**src/design/hbs_defs.svh**
```systemverilog
// Purpose: Constants for the hub boot and strap sequencer.
// Assumes: Included by bare name from design files.
// Notes: Strap indices run 0 (lowest resistor option) to 5.
`ifndef HBS_DEFS_SVH
`define HBS_DEFS_SVH
`define HBS_CFG_DONE_ADDR 8'hff
`define HBS_ROM_SIG_ADDR 16'hfffa
`define HBS_ROM_EXEC_ADDR 16'h0000
`define HBS_STRAP_MASTER 3'h0
`define HBS_STRAP_SLAVE 3'h1
`define HBS_PORT_CNT 6
`define HBS_FIXED_RESERVED 3'h5
`define HBS_FIXED_SHIFT 3'h2
`define HBS_CHARGE_NONE 3'h0
`define HBS_CHARGE_ALL 3'h5
`endif

```
**src/design/hbs_pkg.sv**
```systemverilog
// Purpose: Types for the hub boot and strap sequencer.
// Assumes: Used with package scope, never imported.
// Notes: Stage codes are one-hot.
package hbs_pkg;
  typedef enum logic [10:0] {
    ST_STANDBY = 11'h001,
    ST_ROM_PROBE = 11'h002,
    ST_DEFAULT_LOAD = 11'h004,
    ST_STRAP_SAMPLE = 11'h008,
    ST_HOST_CFG = 11'h010,
    ST_MERGE = 11'h020,
    ST_IDLE = 11'h040,
    ST_SUSPEND = 11'h080,
    ST_CHARGER_DETECT = 11'h100,
    ST_CONNECT = 11'h200,
    ST_NORMAL = 11'h400
  } hbs_stage_e;
endpackage : hbs_pkg

```
**src/design/hbs_boot_seq.sv**
```systemverilog
// Purpose: Boot stage sequencer, strap decoder and GPIO control of a USB hub.
// Assumes: All inputs synchronous to sys_clk; engines outside report done pulses.
// Notes: The chip reset low is standby; rst is the power-on reset.
`timescale 1ns/1ps
`default_nettype none
`include "hbs_defs.svh"

module hbs_boot_seq #(
  parameter int GPIO_CNT = 8,
  parameter int CFG_W = 16
) (
  // Clock and resets
  input wire logic sys_clk,
  input wire logic rst,
  input wire logic chipResetN,
  // Straps
  input wire logic [2:0] fixedPortStrap,
  input wire logic [2:0] chargePortStrap,
  input wire logic [2:0] roleStrap,
  input wire logic spiModeStrap,
  input wire logic clkValid,
  // External ROM probe engine
  output logic romProbeStart,
  output logic [15:0] romProbeAddr,
  input wire logic romProbeDone,
  input wire logic romSigValid,
  output logic extExec,
  output logic [15:0] extExecAddr,
  // Serial pin pull-up sense
  input wire logic mgmtSerialDatPullUp,
  input wire logic mgmtSerialClkPullUp,
  // Host register write port (serial slave)
  input wire logic hostWrEn,
  input wire logic [7:0] hostWrAddr,
  input wire logic [CFG_W-1:0] hostWrData,
  // Configuration sources
  input wire logic [CFG_W-1:0] romDefaults,
  input wire logic [CFG_W-1:0] strapOverride,
  input wire logic [CFG_W-1:0] strapOverrideMask,
  input wire logic [CFG_W-1:0] otpData,
  input wire logic [CFG_W-1:0] otpMask,
  // Bus presence
  input wire logic vbus,
  input wire logic connectReq,
  input wire logic chargerDetectDone,
  input wire logic enumerated,
  // GPIO write ports
  input wire logic gpioSerWr,
  input wire logic gpioUsbWr,
  input wire logic [GPIO_CNT-1:0] gpioSel,
  input wire logic [3:0] gpioCfg,
  // GPIO pins
  input wire logic [GPIO_CNT-1:0] gpioIn,
  output logic [GPIO_CNT-1:0] gpioOut,
  output logic [GPIO_CNT-1:0] gpioOe,
  output logic [GPIO_CNT-1:0] gpioPullUp,
  output logic [GPIO_CNT-1:0] gpioPullDown,
  output logic [GPIO_CNT-1:0] gpioLevel,
  // Status
  output hbs_pkg::hbs_stage_e stage,
  output logic pllRun,
  output logic portsEnabled,
  output logic usbConnect,
  output logic slaveCfgSetting,
  output logic bridgeMasterSetting,
  output logic [`HBS_PORT_CNT-1:0] fixedPorts,
  output logic [`HBS_PORT_CNT-1:0] chargePorts,
  output logic fixedPortReserved,
  output logic [CFG_W-1:0] activeCfg
);

  if (GPIO_CNT < 1 || GPIO_CNT > 32 || CFG_W < 1) begin : g_param_check
    $error("GPIO_CNT or CFG_W out of range");
  end

  // Thermometer decode shared by both port straps.
  function automatic logic [`HBS_PORT_CNT-1:0] thermo(input logic [2:0] n);
    logic [`HBS_PORT_CNT-1:0] m;
    m = '0;
    for (int i = 0; i < `HBS_PORT_CNT; i++) begin
      if (i < int'(n)) m[i] = 1'b1;
    end
    return m;
  endfunction : thermo

  hbs_pkg::hbs_stage_e next_stage;
  logic [2:0] fixedIdx;
  logic [2:0] chargeIdx;
  logic [2:0] roleIdx;
  logic spiSel;
  logic strapsHeld;
  logic [CFG_W-1:0] socCfg;
  logic [CFG_W-1:0] socMask;
  logic [CFG_W-1:0] baseCfg;
  logic cfgDoneWr;
  logic standbyNow;

  assign standbyNow = !chipResetN;
  assign cfgDoneWr = hostWrEn && (hostWrAddr == `HBS_CFG_DONE_ADDR);

  // Straps are caught on the first clock after chip reset lets go, so the
  // pins only need to be settled by then and later changes are ignored.
  always_ff @(posedge sys_clk or posedge rst) begin
    if (rst) begin
      strapsHeld <= 1'b0;
      fixedIdx <= 3'h0;
      chargeIdx <= 3'h0;
      roleIdx <= 3'h0;
      spiSel <= 1'b0;
    end else if (standbyNow) begin
      strapsHeld <= 1'b0;
    end else if (!strapsHeld) begin
      strapsHeld <= 1'b1;
      fixedIdx <= fixedPortStrap;
      chargeIdx <= chargePortStrap;
      roleIdx <= roleStrap;
      spiSel <= spiModeStrap;
    end
  end

  always_comb begin
    next_stage = stage;
    unique case (stage)
      hbs_pkg::ST_STANDBY:
        if (strapsHeld && clkValid) next_stage = hbs_pkg::ST_ROM_PROBE;
      hbs_pkg::ST_ROM_PROBE:
        if (!spiSel) next_stage = hbs_pkg::ST_DEFAULT_LOAD;
        else if (romProbeDone) begin
          next_stage = romSigValid ? hbs_pkg::ST_STRAP_SAMPLE
                                   : hbs_pkg::ST_DEFAULT_LOAD;
        end
      hbs_pkg::ST_DEFAULT_LOAD: next_stage = hbs_pkg::ST_STRAP_SAMPLE;
      hbs_pkg::ST_STRAP_SAMPLE:
        if (roleIdx == `HBS_STRAP_SLAVE && mgmtSerialDatPullUp && mgmtSerialClkPullUp) begin
          next_stage = hbs_pkg::ST_HOST_CFG;
        end else begin
          next_stage = hbs_pkg::ST_MERGE;
        end
      hbs_pkg::ST_HOST_CFG:
        if (cfgDoneWr) next_stage = hbs_pkg::ST_MERGE;
      hbs_pkg::ST_MERGE: next_stage = hbs_pkg::ST_IDLE;
      hbs_pkg::ST_IDLE:
        if (vbus) next_stage = (chargeIdx != `HBS_CHARGE_NONE) ? hbs_pkg::ST_CHARGER_DETECT
                                                    : hbs_pkg::ST_CONNECT;
        else if (!connectReq) next_stage = hbs_pkg::ST_SUSPEND;
      hbs_pkg::ST_SUSPEND:
        if (vbus) next_stage = (chargeIdx != `HBS_CHARGE_NONE) ? hbs_pkg::ST_CHARGER_DETECT
                                                    : hbs_pkg::ST_CONNECT;
        else if (connectReq) next_stage = hbs_pkg::ST_IDLE;
      hbs_pkg::ST_CHARGER_DETECT:
        if (chargerDetectDone) next_stage = hbs_pkg::ST_CONNECT;
      hbs_pkg::ST_CONNECT:
        if (!vbus) next_stage = hbs_pkg::ST_IDLE;
        else if (enumerated) next_stage = hbs_pkg::ST_NORMAL;
      hbs_pkg::ST_NORMAL:
        if (!vbus) next_stage = hbs_pkg::ST_IDLE;
      default: next_stage = hbs_pkg::ST_STANDBY;
    endcase
    if (standbyNow) next_stage = hbs_pkg::ST_STANDBY;
  end

  always_ff @(posedge sys_clk or posedge rst) begin
    if (rst) stage <= hbs_pkg::ST_STANDBY;
    else stage <= next_stage;
  end

  // Probe request and external execution pointer.
  always_ff @(posedge sys_clk or posedge rst) begin
    if (rst) begin
      romProbeStart <= 1'b0;
      romProbeAddr <= `HBS_ROM_SIG_ADDR;
      extExec <= 1'b0;
      extExecAddr <= `HBS_ROM_EXEC_ADDR;
    end else begin
      romProbeStart <= (next_stage == hbs_pkg::ST_ROM_PROBE) && spiSel
                       && (stage != hbs_pkg::ST_ROM_PROBE);
      romProbeAddr <= `HBS_ROM_SIG_ADDR;
      extExecAddr <= `HBS_ROM_EXEC_ADDR;
      if (standbyNow) extExec <= 1'b0;
      else if (stage == hbs_pkg::ST_ROM_PROBE && spiSel && romProbeDone) begin
        extExec <= romSigValid;
      end
    end
  end

  // Configuration build: defaults, strap overrides, SOC writes, OTP.
  always_ff @(posedge sys_clk or posedge rst) begin
    if (rst) begin
      baseCfg <= '0;
      socCfg <= '0;
      socMask <= '0;
      activeCfg <= '0;
    end else if (standbyNow) begin
      baseCfg <= '0;
      socCfg <= '0;
      socMask <= '0;
      activeCfg <= '0;
    end else begin
      if (stage == hbs_pkg::ST_ROM_PROBE) baseCfg <= romDefaults;
      if (stage == hbs_pkg::ST_DEFAULT_LOAD) begin
        baseCfg <= (romDefaults & ~strapOverrideMask)
                   | (strapOverride & strapOverrideMask);
      end
      if (stage == hbs_pkg::ST_HOST_CFG && hostWrEn && !cfgDoneWr) begin
        socCfg <= hostWrData;
        socMask <= socMask | hostWrData;
      end
      if (stage == hbs_pkg::ST_MERGE) begin
        activeCfg <= (((baseCfg & ~socMask) | (socCfg & socMask)) & ~otpMask)
                     | (otpData & otpMask);
      end
    end
  end

  // Stage side effects and strap decode.
  always_ff @(posedge sys_clk or posedge rst) begin
    if (rst) begin
      pllRun <= 1'b0;
      portsEnabled <= 1'b0;
      usbConnect <= 1'b0;
      slaveCfgSetting <= 1'b0;
      bridgeMasterSetting <= 1'b0;
      fixedPorts <= '0;
      chargePorts <= '0;
      fixedPortReserved <= 1'b0;
    end else begin
      pllRun <= !standbyNow && clkValid;
      portsEnabled <= !standbyNow && (stage == hbs_pkg::ST_CONNECT
                      || stage == hbs_pkg::ST_NORMAL);
      usbConnect <= !standbyNow && vbus && (stage == hbs_pkg::ST_CONNECT
                    || stage == hbs_pkg::ST_NORMAL);
      slaveCfgSetting <= strapsHeld && roleIdx == `HBS_STRAP_SLAVE;
      bridgeMasterSetting <= strapsHeld && roleIdx == `HBS_STRAP_MASTER;
      fixedPortReserved <= strapsHeld && fixedIdx == `HBS_FIXED_RESERVED;
      // Fixed ports start at port 3; index 5 is reserved and fixes nothing.
      fixedPorts <= (!strapsHeld || fixedIdx >= `HBS_FIXED_RESERVED) ? '0
                    : (thermo(fixedIdx) << `HBS_FIXED_SHIFT);
      chargePorts <= !strapsHeld ? '0 : (chargeIdx >= `HBS_CHARGE_ALL) ? '1
                     : thermo(chargeIdx);
    end
  end

  // GPIO cfg word: bit0 output, bit1 high level, bit2 pull-up, bit3 pull-down.
  genvar g;
  generate
    for (g = 0; g < GPIO_CNT; g++) begin : gpio_bit
      logic wr;
      assign wr = enumerated && (gpioSerWr || gpioUsbWr) && gpioSel[g];
      always_ff @(posedge sys_clk or posedge rst) begin
        if (rst) begin
          gpioOe[g] <= 1'b0;
          gpioOut[g] <= 1'b0;
          gpioPullUp[g] <= 1'b0;
          gpioPullDown[g] <= 1'b0;
          gpioLevel[g] <= 1'b0;
        end else begin
          gpioLevel[g] <= gpioIn[g];
          if (standbyNow) begin
            gpioOe[g] <= 1'b0;
            gpioOut[g] <= 1'b0;
            gpioPullUp[g] <= 1'b0;
            gpioPullDown[g] <= 1'b0;
          end else if (wr) begin
            gpioOe[g] <= gpioCfg[0];
            gpioOut[g] <= gpioCfg[0] & gpioCfg[1];
            gpioPullUp[g] <= !gpioCfg[0] & gpioCfg[2];
            gpioPullDown[g] <= !gpioCfg[0] & !gpioCfg[2] & gpioCfg[3];
          end
        end
      end
    end
  endgenerate

  AST_STANDBY_ON_RESET: assert property (@(posedge sys_clk) disable iff (rst)
    !chipResetN |=> stage == hbs_pkg::ST_STANDBY)
    else $error("stage not standby while chip reset low");
  AST_HOST_CFG_EXIT: assert property (@(posedge sys_clk) disable iff (rst)
    (stage == hbs_pkg::ST_HOST_CFG && chipResetN && cfgDoneWr)
    |=> stage == hbs_pkg::ST_MERGE)
    else $error("host config did not end on done write");
  AST_HOST_CFG_HOLD: assert property (@(posedge sys_clk) disable iff (rst)
    (stage == hbs_pkg::ST_HOST_CFG && chipResetN && !cfgDoneWr)
    |=> stage == hbs_pkg::ST_HOST_CFG)
    else $error("host config left without done write");
  AST_SLAVE_PROBE: assert property (@(posedge sys_clk) disable iff (rst)
    (stage == hbs_pkg::ST_STRAP_SAMPLE && chipResetN)
    |=> stage == ((roleIdx == `HBS_STRAP_SLAVE && $past(mgmtSerialDatPullUp)
    && $past(mgmtSerialClkPullUp)) ? hbs_pkg::ST_HOST_CFG : hbs_pkg::ST_MERGE))
    else $error("wrong stage after strap sample");
  AST_VBUS_ROUTE: assert property (@(posedge sys_clk) disable iff (rst)
    ((stage == hbs_pkg::ST_IDLE || stage == hbs_pkg::ST_SUSPEND) && chipResetN && vbus)
    |=> stage == ((chargeIdx != `HBS_CHARGE_NONE) ? hbs_pkg::ST_CHARGER_DETECT
    : hbs_pkg::ST_CONNECT))
    else $error("wrong stage after vbus");
  AST_CONNECT_STAY: assert property (@(posedge sys_clk) disable iff (rst)
    (stage == hbs_pkg::ST_CONNECT && chipResetN && vbus && !enumerated)
    |=> stage == hbs_pkg::ST_CONNECT && usbConnect)
    else $error("connect stage left with vbus high");
  AST_STRAP_HOLD: assert property (@(posedge sys_clk) disable iff (rst)
    (strapsHeld && chipResetN) |=> $stable(fixedIdx) && $stable(chargeIdx))
    else $error("captured strap changed");
  AST_NO_SPI_SKIP: assert property (@(posedge sys_clk) disable iff (rst)
    (stage == hbs_pkg::ST_ROM_PROBE && !spiSel && chipResetN)
    |=> stage == hbs_pkg::ST_DEFAULT_LOAD)
    else $error("probe not skipped without spi strap");
  AST_SIG_VALID: assert property (@(posedge sys_clk) disable iff (rst)
    (stage == hbs_pkg::ST_ROM_PROBE && spiSel && romProbeDone && romSigValid && chipResetN)
    |=> extExec && stage == hbs_pkg::ST_STRAP_SAMPLE)
    else $error("valid signature not honoured");
  AST_CHARGE_ALL: assert property (@(posedge sys_clk) disable iff (rst)
    (strapsHeld && chargeIdx == `HBS_CHARGE_ALL) |=> chargePorts == '1)
    else $error("charge strap top option wrong");

endmodule : hbs_boot_seq
`default_nettype wire

```
**config.mk**
```make
export PLATFORM = sky130hd
export DESIGN_NAME = hbs_boot_seq
export DESIGN_NICKNAME = d
export VERILOG_FILES = /design/src/design/hbs_pkg.sv /design/src/design/hbs_boot_seq.sv
export VERILOG_INCLUDE_DIRS = /design/src /design/src/design
export SDC_FILE = /design/constraint.sdc
export NUM_CORES = 1
export LEC_CHECK = 0
export ABC_AREA = 1
export BUFFER_PORTS_ARGS = -buffer_cell sky130_fd_sc_hd__buf_2
export CORE_ASPECT_RATIO = 0.7
export CORE_MARGIN = 2
export CORE_UTILIZATION = 49
export DETAILED_ROUTE_END_ITERATION = 12
export PLACE_DENSITY = 0.8
export SYNTH_ARGS = -nofsm -noshare
export SYNTH_HDL_FRONTEND = slang
export SYNTH_SLANG_ARGS = --single-unit
```
**constraint.sdc**
```tcl
create_clock -name sys_clk -period 6.1 [get_ports sys_clk]
set_input_delay 0.61 -clock sys_clk [delete_from_list [all_inputs] [get_ports sys_clk]]
set_output_delay 0.61 -clock sys_clk [all_outputs]
set_load 0.05 [all_outputs]
```
# Yosys cells after proc, flatten, opt, wreduce, memory -nomap -nowiden

Index checks and enable logic that the tools add are counted.

Bits in registers: 146
Word-level logic and storage cells: 260
Output and inout bits: 119
Input port bits: 149

Eq/ne operators: 28
Bitwise gates (word level): 18
Mux-type cells: 106
$lt $le $gt $ge: 12
Reduce and logical (&&, ||, !) cells: 36

Operator list:

| operator               | count |
|---|---|
| $mux W16               | 9 |
| $mux W11               | 13 |
| $pmux W11 S11          | 1 |
| $and A16 B16 Y16       | 6 |
| $mux W1                | 77 |
| $or A16 B16 Y16        | 4 |
| $not A16 Y16           | 3 |
| $logic_and A1 B1 Y1    | 26 |
| $mux W6                | 4 |
| $eq A11 B2 Y1 const B  | 2 |
| $ne A2 B1 Y1 const B   | 11 |
| $lt A1 B3 Y1 const A   | 4 |
| $lt A2 B3 Y1 const A   | 4 |
| $eq A11 B1 Y1 const B  | 1 |
| $eq A11 B10 Y1 const B | 1 |
| $eq A11 B11 Y1 const B | 1 |
| $eq A11 B3 Y1 const B  | 1 |
| $eq A11 B4 Y1 const B  | 1 |
| $eq A11 B5 Y1 const B  | 1 |
| $eq A11 B6 Y1 const B  | 1 |
| $eq A11 B7 Y1 const B  | 1 |
| $eq A11 B8 Y1 const B  | 1 |
| $eq A11 B9 Y1 const B  | 1 |
| $ne A11 B2 Y1 const B  | 1 |
| other kinds (15)       | 25 |

# Depth between registers and ports, before layout

Word-level depth: 9
Depth in mapped cells: 12
Gate-level depth less buffers: 12

# Worst setup path after synthesis

No wires, ideal clock.

Path type: register -> register
Start point: reg stage[9]
End point: reg socCfg[0]
Arrival: 1.787 ns
Stages on the path, launching flop included: 8
Required time: 5.962 ns
Library setup time: 0.138 ns
Period minus slack after synthesis: 1.926 ns
Setup slack: 4.174 ns
Path through: dfrtp_1 > nor2_4 > nand2_4 > nor2_4 > nand3_1 > o21ai_2 > buf_2 > o22ai_1

Cells in the longest elaborated chain, start to end: 4

Ends and longest elaborated chain:

| element                           | RTL line            | text |
|---|---|---|
| from (decl)                       | hbs_boot_seq.sv:60  | `output hbs_pkg::hbs_stage_e stage,` |
| from (signal assigned)            | hbs_boot_seq.sv:163 | `if (rst) stage <= hbs_pkg::ST_STANDBY;` |
| from (signal assigned)            | hbs_boot_seq.sv:164 | `else stage <= next_stage;` |
| $eq A11 B5 Y1                     | hbs_boot_seq.sv:204 | `if (stage == hbs_pkg::ST_HOST_CFG && hostWrEn && !cfgDoneWr) begin` |
| $logic_and A1 B1 Y1 (2 in series) | hbs_boot_seq.sv:204 |  |
| $ne A2 B1 Y1 (no source line)     | n/a                 |  |
| to (signal assigned)              | hbs_boot_seq.sv:205 | `socCfg <= hostWrData;` |
| to (decl)                         | hbs_boot_seq.sv:92  | `logic [CFG_W-1:0] socCfg;` |

No other way between the ends.
A chain may end at the register's enable or synchronous reset.

# Final worst setup path

Start point: reg stage[0]
End point: reg baseCfg[8]

Cells in the longest elaborated chain, start to end: 3
Elaborated cells on any way between the ends: 5
Classes of those cells: eq/ne: 3; mux: 2

Ends and longest elaborated chain:

| element              | RTL line            | text |
|---|---|---|
| $eq A11 B3 Y1        | hbs_boot_seq.sv:200 | `if (stage == hbs_pkg::ST_DEFAULT_LOAD) begin` |
| $mux W16             | hbs_boot_seq.sv:200 |  |
| $mux W16             | hbs_boot_seq.sv:193 | `end else if (standbyNow) begin` |
| to (signal assigned) | hbs_boot_seq.sv:199 | `if (stage == hbs_pkg::ST_ROM_PROBE) baseCfg <= romDefaults;` |
| to (signal assigned) | hbs_boot_seq.sv:201 | `baseCfg <= (romDefaults & ~strapOverrideMask)` |
| to (decl)            | hbs_boot_seq.sv:94  | `logic [CFG_W-1:0] baseCfg;` |

Several ways; a longest one is shown, not always the timed one.

==> impl_metrics.yaml <==
floorplanning:
  core_area_sq_um: 13700
  ioPinCount: 268
  die_x_um: 145
  start_util: 0.496
  num_rows: 36
  die_h_um: 103
  dieArea_sq_um: 14900
layout:
  post-route-cell-area_sq_um: 8640
  drive_gt1_frac: 0.295
  fill_cells: 1216
  synthToLayoutAreaGrowth_pct: 26.7
  multi_input_area_sq_um: 2590
  fin_nets: 1159
  register_area_sq_um: 3580
placed_design:
  io_buffers: 233
  dpl_cell_area_sq_um: 8010
  hpwlAfterDp_mm: 13.4
  place.gp.congestion: 0.906
setup_path:
  critical_path.endpoint_type: "flop"
  worstPathArrival_ps: 2600
  crit_start: "stage[0]"
  start_kind: "flop"
  path_max_fanout: 18
  criticalPathCategory: "reg2reg"
  rr_startpoint: "stage[0]"
  cp.required_ps: 6380
clock_network:
  htree_levels: 4
  hold_buffers: 0
  cts_tree: "done"
  clock_latency_ps: 410
  cts_buffers: 17
  root_buffer: "clkbuf_16"
  cts.sinks: 143
  postCtsSetupRepairBufs: 0
  clk_pin_slew_ps: 70
  post_cts_resized: 0
  clock_path_buffers: 2
power_and_ir_drop:
  leakagePower_nw: 4.74
  irDropWorstVdd_v: 0.000180
  cellPowerDensity_nw_per_um2: 282
  total_power_mw: 2.44
job:
  max-cap-violations: 0
logic_synthesis:
  synth.avg_cell_area_sq_um: 8.74
  synth_cell_types: 40
  synth_top_area_cell: "dfrtp_1"
  yosysTopAreaCellShare: 0.521
  synthFlopType: "dfrtp_1"
  ys_ff_latch: 143
  yosysMostFrequentCell: "dfrtp_1"
  synthesis.area_sq_um: 6820
  seq_area_frac_synth: 0.525
  synthCells: 780
  ys_async_sr_fraction: 1.00
  synth.cells.most_frequent: "dfrtp_1 (142), nand2_1 (123), inv_1 (106)"
  synthTopCellsByArea: "dfrtp_1 (52%), nand2_1 (6.8%), inv_1 (5.8%)"
  synth-edff-count: 0
  ys_warn_count: 0
sta:
  finClkSkew_ps: 15.7
  setup_viol: 0
  post-route-period-util: 0.380
  max_slew_margin: 0.296
  fin_crit_ps: 2320
  setup_tns_ps: 0
  slew_viol_final: 0
  grt_setup_unrepaired: "no"
  timing_hold_violations_final: 0
  tightest_slew_ps: 1050
  fmax_mhz: 431
route:
  via_count: 6208
  drt_first_pass_iters: 5
  drc: 0
  drt-total-wl_mm: 18.4
  wire_per_inst_um: 15.2
  viasPerCell: 5.11
  drt_iter0_drc: 411
  ant_nets: 0
global_routing:
  grt_pass1_vias: 5778
  grt_usage: 0.246
  grt_overflow: 0
  grt_max_degree: 75
  antenna_found_initial: 0
  grt_pass1_wl_mm: 28.7
status:
  status: "completed"
hold_path:
  hold_class: "in2async"
==> flip-flops by register name (all words and copies together), names as in the netlist, 5 cells and up <==
name and count:
activeCfg 16, baseCfg 16, chargePorts 5, gpioLevel 8
gpioOe 8, gpioOut 8, gpioPullDown 8, gpioPullUp 8
socCfg 16, socMask 16, stage 11
==> final timing paths <==
| check | slack, ps | endpoint | cells after the start |
|---|---|---|---|
| min in group sys_clk | 300 | gpioLevel[7] | 1 |
| worst max-delay path | 3780 | baseCfg[8] | 8 |
| worst min register to register | 430 | bridgeMasterSetting | 1 |
| worst max register to register | 3780 | baseCfg[8] | 8 |
| worst min-delay path | 260 | gpioLevel[4] | 2 |
| max in group asynchronous | 4430 | baseCfg[4] | 3 |
==> critical path, stage by stage (launching register included) <==
cell and delay [ps]:
dfstp_2 540, inv_1 60, nand2_1 60, nor2_1 80, o21ai_4 550, or2_1 640
nor2_1 70, o21ai_0 110, nand2_1 80
==> logic make-up after synthesis <==
| group | count (synthesis) | synth area share |
|---|---|---|
| other cells | 2 | 0.00110 |
| compound gates | 143 | 0.128 |
| mux | 20 | 0.0329 |
| flops | 143 | 0.525 |
| buf+inv | 164 | 0.112 |
| simple gates | 308 | 0.201 |
==> final cells by class <==
class                      count  area share
sequential                   143       0.414
multi-input combinational    505       0.300
timing repair buffer         237       0.138
clock buffer                  18      0.0508
inverter                     106      0.0466
tap                          190      0.0275
clock inverter                14      0.0219
antenna                        1    0.000290
==> through the flow <==
| stage | instances | setup slack, ps | util | hold WS [ps] |
|---|---|---|---|---|
| after floorplan | 812 | 1650 | - | 409 |
| after global placement | 1181 | 3740 | 0.583 | 421 |
| after detailed placement | 1181 | 3670 | 0.583 | 420 |
| after CTS | 1213 | 3780 | 0.629 | 290 |
| after global routing | 1213 | 3550 | 0.629 | 280 |
| final | 1214 | 3780 | 0.629 | 260 |
==> routing by layer <==
metal | up-vias | global-route usage | wire length [um]
met4 | 0 | 0.0609 | 219
li1 | 2973 | - | -
met3 | 20 | 0.0624 | 1490
met1 | 2934 | 0.333 | 8050
met2 | 281 | 0.404 | 8670
met5 | - | 0 | 0
==> layout by cell type, fill, tap and decap left out, types with 2 or more instances in the layout <==
| cell | Yosys | layout |
|---|---|---|
| clkbuf_16 | 0 | 17 |
| o21bai_1 | 3 | 3 |
| o22ai_1 | 26 | 26 |
| buf_2 | 3 | 233 |
| nor2_1 | 86 | 86 |
| inv_6 | 0 | 5 |
| nand4_1 | 7 | 7 |
| o31ai_1 | 18 | 18 |
| o21a_1 | 2 | 2 |
| o21ai_0 | 33 | 33 |
| nor2_4 | 3 | 3 |
| conb_1 | 2 | 34 |
| bufinv_16 | 0 | 2 |
| nor4_1 | 2 | 2 |
| nand3_1 | 54 | 54 |
| inv_1 | 106 | 105 |
| nand2_1 | 123 | 123 |
| buf_4 | 35 | 4 |
| mux2_2 | 19 | 19 |
| nor3_1 | 22 | 22 |
| nand3_2 | 2 | 2 |
| dfrtp_1 | 142 | 142 |
| o211ai_1 | 2 | 2 |
| a21oi_1 | 30 | 30 |
| inv_8 | 0 | 4 |
| nor3b_1 | 2 | 2 |
| o21ai_1 | 8 | 8 |
| a211oi_1 | 16 | 16 |
| clkinv_8 | 0 | 2 |
| a31oi_1 | 2 | 2 |
==> power breakdown <==
part	internal, mW	leakage (nW)	switching, mW
clock network	0.638	0.305	0.451
logic	0.0866	2.52	0.259
registers	0.983	1.92	0.0199
total	1.71	4.74	0.730
Note: power is estimated with default switching activity, not from simulation.
